**src/logic/sarseq_pkg.sv**
```systemverilog
package sarseq_pkg;
  // =====================================================================
  // register addresses
  localparam logic [15:0] MODE_ADDR      = 16'hFF80;
  localparam logic [15:0] RESULT_ADDR    = 16'hFF81;
  localparam logic [15:0] PIN_SEL_ADDR   = 16'hFF82;
  localparam logic [15:0] EDGE_SEL_ADDR  = 16'hFF83;
  localparam logic [15:0] REF_CUT_ADDR   = 16'hFF84;
  // =====================================================================
  // reset values
  localparam logic [7:0]  MODE_RESET     = 8'h01;
  localparam logic [7:0]  PIN_SEL_RESET  = 8'h00;
  localparam logic [7:0]  EDGE_SEL_RESET = 8'h00;
  localparam logic [7:0]  REF_CUT_RESET  = 8'h00;
  // =====================================================================
  // mode register fields
  localparam int MODE_RUN_BIT  = 7;
  localparam int MODE_TRIG_BIT = 6;
  localparam int MODE_HI_BIT   = 5;
  localparam int MODE_LO_BIT   = 4;
  localparam int MODE_CH_MSB   = 3;
  localparam int MODE_CH_LSB   = 1;
  localparam int MODE_AUX_BIT  = 0;
  // edge select: bits 1:0 hold the trigger input edge (00 fall, 01 rise, 1x both)
  localparam int EDGE_TRIG_MSB = 1;
  localparam int EDGE_TRIG_LSB = 0;
  // =====================================================================
  // conversion times in main clock periods
  localparam logic [2:0]  TIME_CODE_80   = 3'h1;
  localparam logic [2:0]  TIME_CODE_100  = 3'h5;
  localparam logic [7:0]  CONV_CYC_80    = 8'h50;
  localparam logic [7:0]  CONV_CYC_100   = 8'h64;
  localparam logic [7:0]  STEP_CYC_80    = 8'h08;
  localparam logic [7:0]  STEP_CYC_100   = 8'h0A;
  // sampling takes the remainder: total minus eight steps
  localparam logic [7:0]  SAMP_CYC_80    = CONV_CYC_80 - 8'h08 * STEP_CYC_80;
  localparam logic [7:0]  SAMP_CYC_100   = CONV_CYC_100 - 8'h08 * STEP_CYC_100;
  typedef enum logic [1:0]
  {
    SARSEQ_IDLE   = 2'b00,
    SARSEQ_ARMED  = 2'b01,
    SARSEQ_SAMPLE = 2'b10,
    SARSEQ_TRIAL  = 2'b11
  } sarseq_state_t;
endpackage

```
**src/logic/sarseq_top.sv**
```systemverilog
// =====================================================================
// successive approximation converter sequencer
// Overview of operation
// - build result msb first, then move out
// - result register reloaded each conversion, read-only
// - mode register at FF80, reset 01
// - channel bits 3..1 select input 0..7
// - only 80 or 100 cycle codes allowed
// - trigger bit picks software or external start
// - run bit stops or enables conversion
// - pin select register, analog or port, reset 00
// - analog pins lose their pull-up
// - edge select register, byte write, reset 00
// - reference cut register, byte write, reset 00
// - sample fixed period, then hold to end
// - first trial sets bit 7, half tap
// - later trials keep bit if input above tap
// - latch result and raise done request together
// - mode bit-writable, others byte-only
// - software start repeats back to back
// - hardware start converts once per edge
// - rewrite with run in hardware mode rearms
// - write clearing run stops at once
module sarseq_top
  import sarseq_pkg::*;
#(
  parameter int DATA_W = 8
)
(
  input  wire logic              core_clk_in,
  input  wire logic              reset_n_in,
  input  wire logic              clk_en_in,
  input  wire logic [15:0]       cpu_addr_in,
  input  wire logic              cpu_wr_in,
  input  wire logic              cpu_bit_wr_in,
  input  wire logic [2:0]        cpu_bit_idx_in,
  input  wire logic [DATA_W-1:0] cpu_wdata_in,
  output logic      [DATA_W-1:0] cpu_rdata_out,
  input  wire logic              external_trigger_input_in,
  input  wire logic              comparator_in,
  input  wire logic [7:0]        port_pullup_en_in,
  output logic      [DATA_W-1:0] ladder_tap_out,
  output logic      [2:0]        channel_sel_out,
  output logic                   sample_out,
  output logic                   conversion_done_irq_out,
  output logic      [7:0]        pin_analog_out,
  output logic      [7:0]        pullup_en_out,
  output logic                   reference_connect_out,
  output logic      [DATA_W-1:0] ext_edge_select_out,
  output logic                   busy_out
);

  // =====================================================================
  // register file
  logic [DATA_W-1:0] conversion_mode_reg_q;
  logic [DATA_W-1:0] pin_analog_select_reg_q;
  logic [DATA_W-1:0] ext_edge_select_reg_q;
  logic [DATA_W-1:0] reference_cut_reg_q;
  logic [DATA_W-1:0] conversion_result_reg_q;
  logic [DATA_W-1:0] approximation_reg_q;
  logic [DATA_W-1:0] approximation_reg_d;
  sarseq_state_t     state_q;
  sarseq_state_t     state_d;
  logic [7:0]        cyc_cnt_q;
  logic [7:0]        cyc_cnt_d;
  logic [2:0]        bit_idx_q;
  logic [2:0]        bit_idx_d;
  logic              done_q;
  logic              trig_meta_q;
  logic              trig_sync_q;
  logic              trig_prev_q;

  wire sel_mode   = (cpu_addr_in == MODE_ADDR);
  wire sel_result = (cpu_addr_in == RESULT_ADDR);
  wire sel_pin    = (cpu_addr_in == PIN_SEL_ADDR);
  wire sel_edge   = (cpu_addr_in == EDGE_SEL_ADDR);
  wire sel_ref    = (cpu_addr_in == REF_CUT_ADDR);
  // bit writes only reach the mode register
  wire mode_byte_wr = clk_en_in && cpu_wr_in && sel_mode;
  wire mode_bit_wr  = clk_en_in && cpu_bit_wr_in && sel_mode;
  wire mode_wr      = mode_byte_wr || mode_bit_wr;
  wire byte_wr      = clk_en_in && cpu_wr_in;

  logic [DATA_W-1:0] bit_mask;
  assign bit_mask = DATA_W'(1) << cpu_bit_idx_in;

  wire [DATA_W-1:0] mode_new = mode_byte_wr ? cpu_wdata_in
                             : (conversion_mode_reg_q & ~bit_mask) | (cpu_wdata_in[0] ? bit_mask : '0);

  always_ff @(posedge core_clk_in or negedge reset_n_in)
  begin
    if (!reset_n_in)
    begin
      conversion_mode_reg_q   <= MODE_RESET;
      pin_analog_select_reg_q <= PIN_SEL_RESET;
      ext_edge_select_reg_q   <= EDGE_SEL_RESET;
      reference_cut_reg_q     <= REF_CUT_RESET;
    end
    else
    begin
      if (mode_wr)
        conversion_mode_reg_q <= mode_new;
      if (byte_wr && sel_pin)
        pin_analog_select_reg_q <= cpu_wdata_in;
      if (byte_wr && sel_edge)
        ext_edge_select_reg_q <= cpu_wdata_in;
      if (byte_wr && sel_ref)
        reference_cut_reg_q <= cpu_wdata_in;
    end
  end

  // result register is read-only: no write path
  assign cpu_rdata_out = sel_mode   ? conversion_mode_reg_q
                       : sel_result ? conversion_result_reg_q
                       : sel_pin    ? pin_analog_select_reg_q
                       : sel_edge   ? ext_edge_select_reg_q
                       : sel_ref    ? reference_cut_reg_q
                       : '0;

  // =====================================================================
  // mode decode
  wire       run_en   = conversion_mode_reg_q[MODE_RUN_BIT];
  wire       hw_start = conversion_mode_reg_q[MODE_TRIG_BIT];
  wire [2:0] time_code = {conversion_mode_reg_q[MODE_HI_BIT], conversion_mode_reg_q[MODE_LO_BIT],
                          conversion_mode_reg_q[MODE_AUX_BIT]};
  // prohibited codes fall back to the longest time rather than run fast
  wire       fast_time = (time_code == TIME_CODE_80);
  wire [7:0] samp_cyc  = fast_time ? SAMP_CYC_80 : SAMP_CYC_100;
  wire [7:0] step_cyc  = fast_time ? STEP_CYC_80 : STEP_CYC_100;
  wire [2:0] mode_chan = conversion_mode_reg_q[MODE_CH_MSB:MODE_CH_LSB];

  // the new value after a write decides run/trigger on the next cycle
  wire       new_run  = mode_new[MODE_RUN_BIT];
  wire       new_hw   = mode_new[MODE_TRIG_BIT];
  // a write that changes the time code must size its own sampling interval
  wire [2:0] new_time_code = {mode_new[MODE_HI_BIT], mode_new[MODE_LO_BIT], mode_new[MODE_AUX_BIT]};
  wire [7:0] new_samp_cyc  = (new_time_code == TIME_CODE_80) ? SAMP_CYC_80 : SAMP_CYC_100;

  // =====================================================================
  // trigger edge detect after a two-stage synchroniser
  always_ff @(posedge core_clk_in or negedge reset_n_in)
  begin
    if (!reset_n_in)
    begin
      trig_meta_q <= 1'b0;
      trig_sync_q <= 1'b0;
      trig_prev_q <= 1'b0;
    end
    else if (clk_en_in)
    begin
      trig_meta_q <= external_trigger_input_in;
      trig_sync_q <= trig_meta_q;
      trig_prev_q <= trig_sync_q;
    end
  end

  wire [1:0] edge_mode = ext_edge_select_reg_q[EDGE_TRIG_MSB:EDGE_TRIG_LSB];
  wire rise = trig_sync_q && !trig_prev_q;
  wire fall = !trig_sync_q && trig_prev_q;
  wire trig_edge = edge_mode[1] ? (rise || fall)
                 : edge_mode[0] ? rise : fall;

  // =====================================================================
  // sequencer
  wire step_done = (cyc_cnt_q == 8'h01);
  wire last_bit  = (bit_idx_q == 3'h0);
  wire finish    = (state_q == SARSEQ_TRIAL) && step_done && last_bit;
  wire [DATA_W-1:0] decided = approximation_reg_q;

  always_comb
  begin
    state_d             = state_q;
    cyc_cnt_d           = cyc_cnt_q;
    bit_idx_d           = bit_idx_q;
    approximation_reg_d = approximation_reg_q;
    case (state_q)
      SARSEQ_IDLE:
      begin
        if (run_en)
          state_d = hw_start ? SARSEQ_ARMED : SARSEQ_SAMPLE;
        cyc_cnt_d = samp_cyc;
      end
      SARSEQ_ARMED:
      begin
        cyc_cnt_d = samp_cyc;
        if (trig_edge)
          state_d = SARSEQ_SAMPLE;
      end
      SARSEQ_SAMPLE:
      begin
        cyc_cnt_d = cyc_cnt_q - 8'h01;
        if (step_done)
        begin
          state_d             = SARSEQ_TRIAL;
          cyc_cnt_d           = step_cyc;
          bit_idx_d           = 3'h7;
          approximation_reg_d = {1'b1, {(DATA_W-1){1'b0}}};
        end
      end
      SARSEQ_TRIAL:
      begin
        cyc_cnt_d = cyc_cnt_q - 8'h01;
        if (step_done)
        begin
          // keep or drop the trial bit, then set the next one
          approximation_reg_d[bit_idx_q] = comparator_in;
          cyc_cnt_d = step_cyc;
          if (last_bit)
          begin
            // software mode runs back to back; hardware waits for the next edge
            state_d   = hw_start ? SARSEQ_ARMED : SARSEQ_SAMPLE;
            cyc_cnt_d = samp_cyc;
          end
          else
          begin
            bit_idx_d                      = bit_idx_q - 3'h1;
            approximation_reg_d[bit_idx_d] = 1'b1;
          end
        end
      end
      default:
        state_d = SARSEQ_IDLE;
    endcase
    if (!run_en)
      state_d = SARSEQ_IDLE;
    if (mode_wr)
    begin
      cyc_cnt_d = new_samp_cyc;
      if (!new_run)
        state_d = SARSEQ_IDLE;
      else
        state_d = new_hw ? SARSEQ_ARMED : SARSEQ_SAMPLE;
    end
  end

  always_ff @(posedge core_clk_in or negedge reset_n_in)
  begin
    if (!reset_n_in)
    begin
      state_q             <= SARSEQ_IDLE;
      cyc_cnt_q           <= 8'h00;
      bit_idx_q           <= 3'h7;
      approximation_reg_q <= '0;
      done_q              <= 1'b0;
    end
    else if (clk_en_in)
    begin
      state_q             <= state_d;
      cyc_cnt_q           <= cyc_cnt_d;
      bit_idx_q           <= bit_idx_d;
      approximation_reg_q <= approximation_reg_d;
      done_q              <= finish && !mode_wr;
    end
  end

  // undefined after reset: no reset branch, loaded only at the end of a conversion
  always_ff @(posedge core_clk_in)
  begin
    if (clk_en_in && finish && !mode_wr)
      conversion_result_reg_q <= {approximation_reg_q[DATA_W-1:1], comparator_in};
  end

  // =====================================================================
  // analog side outputs
  assign ladder_tap_out          = decided;
  assign channel_sel_out         = mode_chan;
  assign sample_out              = (state_q == SARSEQ_SAMPLE);
  assign conversion_done_irq_out = done_q;
  assign busy_out                = (state_q == SARSEQ_SAMPLE) || (state_q == SARSEQ_TRIAL);
  assign pin_analog_out          = pin_analog_select_reg_q[7:0];
  assign pullup_en_out           = port_pullup_en_in & ~pin_analog_select_reg_q[7:0];
  assign reference_connect_out   = ~reference_cut_reg_q[0];
  assign ext_edge_select_out     = ext_edge_select_reg_q;

  // =====================================================================
  // assertions
  property p_done_result;
    @(posedge core_clk_in) disable iff (!reset_n_in)
      conversion_done_irq_out |-> conversion_result_reg_q == approximation_reg_q;
  endproperty
  a_done_result: assert property (p_done_result) else $error("done without result load");

  property p_done_pulse;
    @(posedge core_clk_in) disable iff (!reset_n_in)
      conversion_done_irq_out && clk_en_in |=> !conversion_done_irq_out;
  endproperty
  a_done_pulse: assert property (p_done_pulse) else $error("done request longer than one cycle");

  property p_stop;
    @(posedge core_clk_in) disable iff (!reset_n_in)
      mode_wr && !new_run |=> !busy_out && !conversion_done_irq_out;
  endproperty
  a_stop: assert property (p_stop) else $error("conversion did not stop");

  property p_rearm;
    @(posedge core_clk_in) disable iff (!reset_n_in)
      mode_wr && new_run && new_hw |=> state_q == SARSEQ_ARMED;
  endproperty
  a_rearm: assert property (p_rearm) else $error("hardware rewrite did not rearm");

  property p_first_trial;
    @(posedge core_clk_in) disable iff (!reset_n_in)
      clk_en_in && state_q == SARSEQ_SAMPLE && step_done && !mode_wr && run_en
        |=> ladder_tap_out == 8'h80;
  endproperty
  a_first_trial: assert property (p_first_trial) else $error("first trial tap not half");

  property p_pullup;
    @(posedge core_clk_in) disable iff (!reset_n_in)
      (pullup_en_out & pin_analog_out) == 8'h00;
  endproperty
  a_pullup: assert property (p_pullup) else $error("pull-up on analog pin");

  property p_run_off;
    @(posedge core_clk_in) disable iff (!reset_n_in)
      !run_en && !mode_wr && clk_en_in |=> !busy_out;
  endproperty
  a_run_off: assert property (p_run_off) else $error("busy with run bit clear");

  property p_sample_len;
    @(posedge core_clk_in) disable iff (!reset_n_in)
      $rose(sample_out) && fast_time |-> cyc_cnt_q == SAMP_CYC_80;
  endproperty
  a_sample_len: assert property (p_sample_len) else $error("sample interval wrong");

  property p_back_to_back;
    @(posedge core_clk_in) disable iff (!reset_n_in)
      clk_en_in && finish && !mode_wr && run_en && !hw_start |=> sample_out && conversion_done_irq_out;
  endproperty
  a_back_to_back: assert property (p_back_to_back) else $error("software mode did not restart");

  property p_one_shot;
    @(posedge core_clk_in) disable iff (!reset_n_in)
      clk_en_in && finish && !mode_wr && run_en && hw_start |=> state_q == SARSEQ_ARMED && !busy_out;
  endproperty
  a_one_shot: assert property (p_one_shot) else $error("hardware mode did not wait");

  c_done:    cover property (@(posedge core_clk_in) conversion_done_irq_out);
  c_hw_wait: cover property (@(posedge core_clk_in) state_q == SARSEQ_ARMED ##1 state_q == SARSEQ_SAMPLE);
  c_abort:   cover property (@(posedge core_clk_in) busy_out && mode_wr && !new_run);
  c_repeat:  cover property (@(posedge core_clk_in) conversion_done_irq_out && sample_out);

endmodule

```
**config.mk**
```make
export PLATFORM = sky130hd
export DESIGN_NAME = sarseq_top
export DESIGN_NICKNAME = d
export VERILOG_FILES = /design/src/logic/sarseq_pkg.sv /design/src/logic/sarseq_top.sv
export SDC_FILE = /design/constraint.sdc
export NUM_CORES = 1
export LEC_CHECK = 0
export ABC_CLOCK_PERIOD_IN_PS = 3150
export BUFFER_PORTS_ARGS = -buffer_cell sky130_fd_sc_hd__buf_2
export CELL_PAD_IN_SITES_DETAIL_PLACEMENT = 1
export CELL_PAD_IN_SITES_GLOBAL_PLACEMENT = 1
export CORE_MARGIN = 3
export CORE_UTILIZATION = 42
export DETAILED_ROUTE_END_ITERATION = 16
export PLACE_DENSITY_LB_ADDON = 0.1
export REMOVE_ABC_BUFFERS = 1
export SLEW_MARGIN = 10
export SYNTH_ARGS = -nofsm -noshare
export SYNTH_HDL_FRONTEND = slang
export SYNTH_SLANG_ARGS = --single-unit
```
**constraint.sdc**
```tcl
create_clock -name core_clk_in -period 3.15 [get_ports core_clk_in]
set_input_delay 0.63 -clock core_clk_in [delete_from_list [all_inputs] [get_ports core_clk_in]]
set_output_delay 0.63 -clock core_clk_in [all_outputs]
set_load 0.02 [all_outputs]
```
# After elaboration in Yosys (flattened, before gate mapping)

Index checks and enable logic that the tools add are counted.

Add/subtract/negate cells: 2
Magnitude comparators: 4
Equality and inequality tests: 18
Shift-type cells: 1
Mux-type cells: 40
Bitwise logic cells: 7
Reduce and logical (&&, ||, !) cells: 29

Operators with widths:

| kind                 | count |
|---|---|
| $mux 8               | 13 |
| $eq 16x16->1 const B | 5 |
| $pmux 8 s3           | 1 |
| $mux 2               | 10 |
| $and 8x8->8          | 2 |
| $logic_and 1x1->1    | 16 |
| $not 8->8            | 2 |
| $or 8x8->8           | 2 |
| $pmux 8 s2           | 1 |
| $mux 3               | 5 |
| $ne 4x4->1 const B   | 3 |
| $reduce_and 5->1     | 2 |
| $bwmux 8             | 1 |
| $eq 8x1->1 const B   | 1 |
| $lt 3x4->1 const B   | 2 |
| $pmux 2 s4           | 1 |
| $shl 1x3->8 const A  | 1 |
| $sub 8x1->8 const B  | 1 |
| $demux 1 s3          | 2 |
| $eq 3x1->1 const B   | 2 |
| $ge 3x1->1 const B   | 2 |
| $pmux 3 s2           | 1 |
| $mux 5               | 1 |
| $eq 2x2->1 const B   | 2 |
| other kinds (14)     | 22 |

Register bits after elaboration: 65
Output and inout bits: 47
Logic and storage cells: 114

# Logic depth before layout (Yosys ltp)

Depth after elaboration: 9
Gate-level depth with buffers: 8
Gate-level depth less buffers: 7

# Worst setup path before layout

OpenSTA, ideal clock, no wires.

Path type: in2out
From: in cpu_addr_in[3]
To: out cpu_rdata_out[6]
Data arrival time: 2.226 ns
Slack: 0.294 ns
Stages: 6
Path buffers: 2
Cell sequence: or3_2 -> nor4_4 -> buf_6 -> buf_6 -> a22oi_1 -> a21oi_1

Word-level cells in the longest chain between the ends: 6
Elaborated cells between the ends (all ways): 10

Ends and longest elaborated chain:

| what         | line              | text |
|---|---|---|
| from (decl)  | sarseq_top.sv:33  | `input wire logic [15:0] cpu_addr_in,` |
| $eq 16x16->1 | sarseq_top.sv:77  | `wire sel_ref = (cpu_addr_in == REF_CUT_ADDR);` |
| $mux 8       | sarseq_top.sv:117 | `: sel_ref ? reference_cut_reg_q` |
| $mux 8       | sarseq_top.sv:116 | `: sel_edge ? ext_edge_select_reg_q` |
| $mux 8       | sarseq_top.sv:115 | `: sel_pin ? pin_analog_select_reg_q` |
| $mux 8       | sarseq_top.sv:114 | `: sel_result ? conversion_result_reg_q` |
| $mux 8 *     | sarseq_top.sv:113 | `assign cpu_rdata_out = sel_mode ? conversion_mode_reg_q` |
| to (decl)    | sarseq_top.sv:38  | `output logic [DATA_W-1:0] cpu_rdata_out,` |

Every way passes the cells marked *; elsewhere a longest branch is shown, timed or not.

# Worst setup path after layout

From: in cpu_addr_in[3]
To: out cpu_rdata_out[3]

Same word-level chain as after synthesis.

==> results.yml <==
timing:
  skew_ns: 0.0165
  report.final.setup_viol: 0
  setup_tns_ns: 0
  timing.final.ws_setup_ns: 0.188
  min_period_ns: 2.96
  rsz0062_at_grt: "no"
  fmax_mhz: 338
  finalCritPeriodShare_pct: 94.0
  worst_slew_pin_slew_ns: 0.752
  slew_headroom_pct: 49.9
  drv_slew: 0
  hold_viol: 0
cts:
  clk_latency_ns: 0.36
  numCtsBuffers: 9
  cts_max_path_buffers: 2
  cts.sinks: 65
  cts.reportedPaths.clkPinSlew_ns: 0.08
  tritoncts: "built"
  root_buffer: "clkbuf_8"
  cts.htree.levels: 3
synth:
  ys_types: 71
  async_reset_ff_share_pct: 87.7
  synth_edf_count: 8
  ys_ff_latch: 65
  ys.flop_type: "dfrtp_1"
  yosysWarningCount: 0
  avgSynthCellArea_um2: 9.71
  yosysTopAreaCell: "dfrtp_1"
  synth_top_area_share_pct: 32.8
  synth_most_common_cell: "dfrtp_1"
  syn_area_um2: 4040
  synth_common_cells: "53 x dfrtp_1, 42 x a21oi_1, 33 x nand2_1"
  syn_inst: 416
  synth-seq-area-share_pct: 41.4
  ys_top_cells_by_area: "dfrtp_1 33%, mux2_2 7.5%, edfxtp_1 5.9%"
layout:
  layout-drive-gt1-share_pct: 34.3
  diodes: 0
  area_growth_pct: 18.7
  nFillCells: 1115
  fin_area_um2: 4790
  nets: 554
  stdcell_count: 637
worst_setup_path:
  critPathRequiredTime_ns: 2.52
  r2r_setup_slack_ns: 0.76
  start_kind: "input port"
  end_kind: "primary output"
  cp_cell_sequence: "buf_2, or3_2, nor4_4, buf_12, nand2b_2, nor2_4, o2bb2ai_1, buf_2"
  r2r_start: "bit_idx_q[0]"
  worst-path-max-fanout: 11
  critPathKind: "in -> out"
  ff2ff_path_depth: 7
  rr_endpoint: "cyc_cnt_q[3]"
  cp_slowest_cell: "or3_2"
  slowest_delay_ns: 0.52
  crit_top_cell: "buf_2"
  arrival_ns: 2.33
power_and_ir_drop:
  p_per_area_nw_per_um2: 589
  power.leakage_uw: 0.00227
  max-vdd-ir-drop_uv: 350
routing:
  wl_mm: 12.0
  post_drt_wl_per_cell_um: 18.8
  first_pass_iters: 5
  vias: 3617
  remaining_drc_errors: 0
  final_antenna_net_count: 0
  drt_iter0_markers: 118
  viasPerCell: 5.68
die:
  io_pins: 89
  core_um2: 9280
  die_x_um: 104
  dieArea_um2: 10800
  start_util_pct: 43.5
  row_count: 35
  fp.dieH_um: 104
grt:
  grt_max_degree: 58
  antenna_found_initial: 0
  grt_pass1_wl_mm: 19.5
  track_usage_pct: 22.5
  overflow: 0
  first_global_vias: 3758
flow_run:
  maxCapViolations: 0
placed_design:
  dpl_cell_area_um2: 4610
  pre_cts_slack_ns: 0.0708
  dp_cells: 621
  portBuffers: 88
  dp_hpwl_mm: 9.08
  gp_congestion: 0.844
hold_path:
  hp-class: "in -> async"
run_status:
  outcome: "finished clean"
## worst max-delay path by stage
| stage | from | endpoint | depth (start not counted) |
|---|---|---|---|
| final | cpu_addr_in[3] | cpu_rdata_out[3] | 8 |
| after floorplan | cpu_addr_in[3] | cpu_rdata_out[0] | 5 |
| after CTS | cpu_addr_in[3] | cpu_rdata_out[4] | 7 |
| after detailed placement | cpu_addr_in[3] | cpu_rdata_out[4] | 7 |
| after global routing | cpu_addr_in[3] | cpu_rdata_out[2] | 8 |
| after global placement | cpu_addr_in[3] | cpu_rdata_out[3] | 8 |
## worst max-delay path, delay by kind of cell
family,cells,cell delay (ns)
AND/OR/NAND/NOR,4,1.05
buffers and inverters,3,0.48
AO/OA/AOI/OAI,1,0.15
## flip-flops by register name (all words and copies together) (netlist names), named ones only
name and count:
conversion_result_reg_q 8, cyc_cnt_q 8, ext_edge_select_out 8, ladder_tap_out 8
pin_analog_out 8, reference_cut_reg_q 8, conversion_mode_reg_q 5, bit_idx_q 3
state_q 2, conversion_done_irq_out 1, trig_meta_q 1, trig_prev_q 1
trig_sync_q 1
## power breakdown
part	internal [uW]	switching, uW
Sequential	983	178
Combinational	398	580
Clock	299	386
## cell type report
type,instances,area [um^2],share of cell area (%)
multi-input combinational,312,2180,45.5
sequential,65,1670,34.9
timing repair buffer,99,536,11.2
tap,129,161,3.37
clock buffer,9,124,2.58
clock inverter,7,60.1,1.25
inverter,16,60.1,1.25
## what timing repair did
| action | in CTS | in global routing |
|---|---|---|
| endpoints found under the setup margin | 0 | 2 |
| buffers inserted | 0 | 0 |
| resized for setup | 0 | 1 |
| hold buffers | 0 | 0 |
## routing by layer
metal,vias to the layer above,share of wire (%),track usage [%]
met2,103,51,39.9
li1,1712,-,-
met3,10,5.1,4.47
met1,1792,43,27.4
met5,-,0,0
met4,0,0.93,7.03
## per-stage QoR
stage / hold WS (ns) / util [%] / power (uW)
6_report: 0.411 / 51.6 / 2820
2_1_floorplan: 0.334 / - / 1810
3_3_place_gp: 0.460 / 49.6 / 2120
3_5_place_dp: 0.464 / 49.6 / 2160
5_1_grt: 0.485 / 51.6 / 3040
4_1_cts: 0.445 / 51.6 / 2850
## cell families after synthesis
kind of cell / synth area share [%]
compound gates: 18.3
xor+xnor: 0.868
fa+ha+maj: 2.79
buf+inv: 4.68
flops: 41.4
mux: 10.5
simple gates: 21.4
## layout by cell type, fill, tap and decap left out, types with 5 or more instances in the layout
master | netlist | layout
a31oi_1 | 6 | 6
edfxtp_1 | 8 | 8
nor2b_1 | 12 | 11
a22oi_1 | 8 | 8
o2bb2ai_1 | 7 | 7
o21ai_0 | 22 | 22
buf_4 | 4 | 10
mux2_2 | 27 | 27
ha_1 | 9 | 9
inv_1 | 16 | 16
a21oi_1 | 42 | 42
nand2_1 | 33 | 33
nor2_1 | 28 | 28
mux2i_1 | 12 | 12
nor3b_1 | 5 | 5
clkbuf_8 | 1 | 9
buf_2 | 2 | 88
nand3_1 | 5 | 5
dfrtp_1 | 53 | 53
or3_1 | 5 | 5
nor3_1 | 14 | 14
Power figures use the tool's default switching activity.
